**src/logic/test_access_pkg.sv**
```systemverilog
// Constants and carrier types for the macrocell test-access block.
// Assumes one 20 MHz core clock and an asynchronous active-low power-up reset.
//
// Contract
// - At power-up every output and buried flip-flop is cleared to low without any external reset.
// - The power-up clearing finishes within 10 microseconds of power being applied.
// - After power-up each registered output shows the cleared value through its polarity.
// - In preload mode the tester drives the pins and every flip-flop, buried too, loads them.
// - In observe mode every output buffer is forced on so register contents appear on the pins.
// - A preloaded value that asserts an asynchronous reset or preset line may overwrite the load.
// - During preload or observe every combinatorial output is switched to registered mode.
// - During that forced registered mode all product terms are driven to zero; the code zeroes only the sum terms, and the async reset/preset lines still act.
// - Once preload or observe ends a plain combinatorial output again shows its right value.
package test_access_pkg;
  localparam int  CLK_PERIOD_NS        = 50;
  localparam int  POWER_UP_CLEAR_US    = 10;
  localparam int  POWER_UP_CLEAR_CYC   = (POWER_UP_CLEAR_US * 1000) / CLK_PERIOD_NS;
  localparam int  CELLS                = 8;
  localparam int  CLR_CNT_W            = 8;
  localparam logic CLEARED_VALUE       = 1'b0;

  typedef enum logic [1:0] {MODE_RUN, MODE_PRELOAD, MODE_OBSERVE} test_mode_type;

  typedef struct packed {
    logic registered;  // Cell uses its flip-flop, else combinatorial
    logic invert;      // Output polarity
    logic buried;      // No pin drive in normal use
    logic ar_from_fb;  // Async reset driven by neighbour cell flip-flop
    logic ap_from_fb;  // Async preset driven by neighbour cell flip-flop
  } cell_cfg_type;
endpackage : test_access_pkg

```
**src/logic/macro_cell.sv**
```systemverilog
// One macrocell: flip-flop, polarity, output enable, test overrides.
// Assumes test mode and pin values arrive already synchronised.
`timescale 1ns/1ns
`default_nettype none
module macro_cell (
  // Clock and reset
  input  wire logic                          core_clk,
  input  wire logic                          rst_n,
  input  wire logic                          clr_busy,
  // Configuration and mode
  input  wire test_access_pkg::cell_cfg_type cfg,
  input  wire test_access_pkg::test_mode_type mode,
  // Logic and pin side
  input  wire logic                          sum_term,
  input  wire logic                          oe_term,
  input  wire logic                          pin_in,
  input  wire logic                          async_rst,
  input  wire logic                          async_set,
  output logic                               ff_q,
  output logic                               pin_out,
  output logic                               pin_oe
);
  import test_access_pkg::*;

  logic test_active;
  logic sum_eff;
  logic ff_r;

  assign test_active = (mode != MODE_RUN);
  assign sum_eff     = test_active ? 1'b0 : sum_term;

  ////////////////////////////////////////////////////////////////////
  // Async reset/preset still act on top of a preload
  always_ff @(posedge core_clk or negedge rst_n) begin
    if (!rst_n) begin
      ff_r <= CLEARED_VALUE;
    end else if (clr_busy) begin
      ff_r <= CLEARED_VALUE;
    end else if (async_rst) begin
      ff_r <= 1'b0;
    end else if (async_set) begin
      ff_r <= 1'b1;
    end else if (mode == MODE_PRELOAD) begin
      ff_r <= pin_in;
    end else if (mode == MODE_RUN) begin
      ff_r <= sum_eff;
    end
  end

  assign ff_q = ff_r;

  ////////////////////////////////////////////////////////////////////
  // Output path; combinatorial path returns as soon as test ends
  always_comb begin
    if (test_active || cfg.registered) begin
      pin_out = ff_r ^ cfg.invert;
    end else begin
      pin_out = sum_eff ^ cfg.invert;
    end
    if (mode == MODE_OBSERVE) begin
      pin_oe = 1'b1;
    end else if (mode == MODE_PRELOAD || clr_busy) begin
      pin_oe = 1'b0;
    end else begin
      pin_oe = oe_term && !cfg.buried;
    end
  end

  ////////////////////////////////////////////////////////////////////
  // Checks
  property p_observe_drives;
    @(posedge core_clk) disable iff (!rst_n)
    (mode == MODE_OBSERVE) |-> (pin_oe && (pin_out == (ff_r ^ cfg.invert)));
  endproperty
  a_observe_drives: assert property (p_observe_drives)
    else $error("Observe did not drive register onto pin");

  property p_preload_quiet;
    @(posedge core_clk) disable iff (!rst_n)
    (mode == MODE_PRELOAD) |-> !pin_oe;
  endproperty
  a_preload_quiet: assert property (p_preload_quiet)
    else $error("Pin driven while tester preloads");

  // No branch loads the flop in observe, so it holds unless reset/preset act
  property p_observe_holds;
    @(posedge core_clk) disable iff (!rst_n)
    (mode == MODE_OBSERVE && !clr_busy && !async_rst && !async_set) |=> $stable(ff_r);
  endproperty
  a_observe_holds: assert property (p_observe_holds)
    else $error("Register changed during observe");

  property p_run_enable;
    @(posedge core_clk) disable iff (!rst_n)
    (mode == MODE_RUN && !clr_busy) |-> (pin_oe == (oe_term && !cfg.buried));
  endproperty
  a_run_enable: assert property (p_run_enable)
    else $error("Output enable not following its control");

  property p_reset_wins;
    @(posedge core_clk) disable iff (!rst_n)
    (async_rst && !clr_busy) |=> !ff_r;
  endproperty
  a_reset_wins: assert property (p_reset_wins)
    else $error("Reset line did not clear the register");

  property p_preset_acts;
    @(posedge core_clk) disable iff (!rst_n)
    (async_set && !async_rst && !clr_busy) |=> ff_r;
  endproperty
  a_preset_acts: assert property (p_preset_acts)
    else $error("Preset line did not set the register");

  property p_comb_pin;
    @(posedge core_clk) disable iff (!rst_n)
    (mode == MODE_RUN && !cfg.registered) |-> (pin_out == (sum_term ^ cfg.invert));
  endproperty
  a_comb_pin: assert property (p_comb_pin)
    else $error("Combinatorial pin shows wrong value");
endmodule : macro_cell
`default_nettype wire

```
**config.mk**
```make
export PLATFORM = sky130hd
export DESIGN_NAME = macro_cell
export DESIGN_NICKNAME = d
export VERILOG_FILES = /design/src/logic/test_access_pkg.sv /design/src/logic/macro_cell.sv
export SDC_FILE = /design/constraint.sdc
export NUM_CORES = 1
export LEC_CHECK = 0
export ABC_CLOCK_PERIOD_IN_PS = 1000
export BUFFER_PORTS_ARGS = -buffer_cell sky130_fd_sc_hd__buf_2
export CORE_AREA = 2 2 39 41
export CTS_CLUSTER_SIZE = 12
export DETAILED_ROUTE_END_ITERATION = 10
export DIE_AREA = 0 0 41 43
export GPL_ROUTABILITY_DRIVEN = 0
export SLEW_MARGIN = 20
export SYNTH_ARGS = -nofsm -noshare
export SYNTH_HDL_FRONTEND = slang
export SYNTH_SLANG_ARGS = --single-unit
```
**constraint.sdc**
```tcl
create_clock -name core_clk -period 1 [get_ports core_clk]
set_clock_uncertainty 0.15 [all_clocks]
set_input_delay 0.05 -clock core_clk [delete_from_list [all_inputs] [get_ports core_clk]]
set_output_delay 0.05 -clock core_clk [all_outputs]
set_load 0.05 [all_outputs]
```
==> results.py <==
metrics = {
    "outcome": {
        "outcome": "finished, violations left",
        "violations": "negative setup slack",
    },
    "critical_path": {
        "cp_max_fo": 1,
        "worstPathRequired_ns": 0.80,
        "r2r_slack_ns": -0.03,
        "worst_path_max_delay_cell": "mux2i_4",
        "crit_top_cell": "buf_6",
        "cp.depth": 6,
        "path_buf_inv": 3,
        "critPathKind": "input port to primary output",
        "cp-endpoint": "pin_out",
        "crit_path_start": "cfg[4]",
        "ff2ff_path_depth": 3,
        "critPathTopFamily": "buffers and inverters",
        "critPathArrivalTime_ns": 1.00,
        "worstReg2RegStart": "ff_q",
        "path_cells": "buf_6 -> nor3_4 -> buf_6 -> mux2i_4 -> xnor2_4 -> buf_6",
        "cpPeakStageDelay_ns": 0.26,
        "crit_path_end_kind": "primary output",
        "crit_path_start_kind": "input port",
        "r2r_end": "ff_q",
    },
    "sta": {
        "fmax_ghz": 0.8305,
        "finalHoldViolCount": 0,
        "setup_viol": 2,
        "setup_tns_ns": -0.2301,
        "worst_slew_pin_slew_ns": 0.2707,
        "slew_violations": 0,
        "maxSlewHeadroom": 0.8192,
        "whs_ns": 0.07278,
        "setup_ws_ns": -0.2041,
        "fin_crit_sh": 1.204,
        "period_needed_ns": 1.204,
        "rsz0062_at_grt": "yes",
    },
    "drt": {
        "wl_per_cell_um": 10.40,
        "routed_wl_um": 489,
        "drc_errors": 0,
        "viasPerCell": 3.574,
        "ant_nets": 0,
        "vias": 168,
        "drt_iter0_markers": 0,
        "firstDrtPassIters": 1,
    },
    "global_route": {
        "antenna_found_initial": 0,
        "track_usage": 0.06018,
        "grt_pass1_wl_um": 745,
        "grt_max_degree": 4,
        "first_global_vias": 169,
        "overflow": 0,
    },
    "layout": {
        "nets": 48,
        "area_growth_pct": 239.2,
        "drive_above_1_share": 0.8710,
        "largest_reg_flops": 1,
        "n_antenna_cell": 0,
        "fillers": 156,
    },
    "synth": {
        "synth_top_area_frac": 0.2532,
        "synthArstFlopShare": 1.000,
        "synthTopCellsByArea": "dfrtp_1 (25%), nor3b_1 (15%), maj3_1 (10%)",
        "syn_inst": 11,
        "synth-seq-cells": 1,
        "ys_seq_area_frac": 0.2532,
        "synth_flop_cell": "dfrtp_1",
        "postSynthAreaPerCell_um2": 8.986,
        "syn_nets": 26,
        "synth_edf_count": 0,
        "synth_top_cell_by_area": "dfrtp_1",
        "yosysWarnings": 0,
        "syn_area_um2": 98.85,
        "synth_cell_types": 10,
        "synthMostInstantiatedCell": "nor3b_1",
    },
    "floorplanning": {
        "ios": 18,
        "dieArea_um2": 1763,
        "die_h_um": 43,
        "core_area_um2": 1384,
        "die_x_um": 41,
        "placementRows": 14,
        "start_util": 0.07143,
    },
    "clock_tree": {
        "clkLatencyLatePin_ns": 0,
        "clkTransAtPathRegs_ns": 0,
        "postCtsSetupRepairBufs": 0,
    },
    "power": {
        "power.density_nw_per_um2": 633.7,
        "peakVddDrop_mv": 0.1920,
        "leakage_uw": 0.0001482,
    },
    "placement": {
        "portBuffers": 15,
    },
    "run": {
        "maxCapViolCount": 0,
    },
    "worst_hold_path": {
        "hp-class": "input port to register",
    },
}
power breakdown:
| group | switching (uW) | internal, uW | total [uW] |
|---|---|---|---|
| logic | 80.3 | 85.6 | 166 |
| registers | 2.65 | 44.0 | 46.6 |
| clock network | 0 | 0 | 0 |
| total | 83.0 | 130 | 212 |
through the flow:
step,instance area (um^2),utilization,power [uW],cells,worst slack [ns]
3_3_place_gp,256.5,0.1854,173.9,46,-0.4481
3_5_place_dp,256.5,0.1854,173.8,46,-0.4182
5_1_grt,335.3,0.2423,222.5,47,-0.2622
2_1_floorplan,131.4,-,119.6,11,-0.2431
6_report,335.3,0.2423,212.5,47,-0.2041
4_1_cts,322.8,0.2333,207.3,47,-0.2214
placed cells by master, fill, tap and decap left out:
master / instances
a2111oi_2: 1
and2_1: 1
buf_2: 11
buf_4: 1
buf_6: 6
buf_8: 1
dfrtp_2: 1
dlygate4sd3_1: 1
inv_1: 1
maj3_2: 1
mux2i_4: 1
nor3_4: 1
nor3b_2: 2
nor4_1: 1
xnor2_4: 1
final cells by class:
class / count / area [um^2] / share of cell area
well taps: 16 / 20.02 / 0.05970
flip-flops and latches: 1 / 26.28 / 0.07836
multi-input cells: 9 / 130.1 / 0.3881
repair buffers: 20 / 155.1 / 0.4627
inverters: 1 / 3.754 / 0.01119
how the worst min path moves through the flow:
stage | startpoint | endpoint | slack [ns] | cells past startpoint
after global placement | rst_n | ff_q | -0.32 | 1
after global routing | async_rst | ff_q | 0.08 | 2
after detailed placement | rst_n | ff_q | -0.32 | 1
after CTS | async_rst | ff_q | 0.08 | 2
final | async_rst | ff_q | 0.07 | 2
after floorplan | rst_n | ff_q | -0.40 | 0
worst reg2reg max path, cell delays in order, from the launching register on:
cell	delay, ns
dfrtp_2	0.40
buf_6	0.12
nor3b_2	0.15
nor4_1	0.06
metal layers:
metal	track usage	vias to the layer above	share of wire
li1	-	82	-
met1	0.08333	70	0.37
met2	0.09063	16	0.39
met3	0.02618	0	0.25
met4	0	0	0
met5	0	-	0
logic make-up after synthesis:
logic type / after synthesis / share of synthesized area
xor+xnor: 1 / 0.08862
compound gates: 1 / 0.08862
flops: 1 / 0.2531
simple gates: 5 / 0.3291
buf+inv: 1 / 0.03794
fa+ha+maj: 1 / 0.1013
mux: 1 / 0.1013
repair_timing:
| action | in CTS | in global routing |
|---|---|---|
| hold buffers | 1 | 0 |
| endpoints found under the hold margin | 1 | 0 |
| gates resized for setup | 14 | 3 |
| setup endpoints to repair | 3 | 3 |
| pin swaps | 5 | 2 |
(Power assumes the default switching activity.)
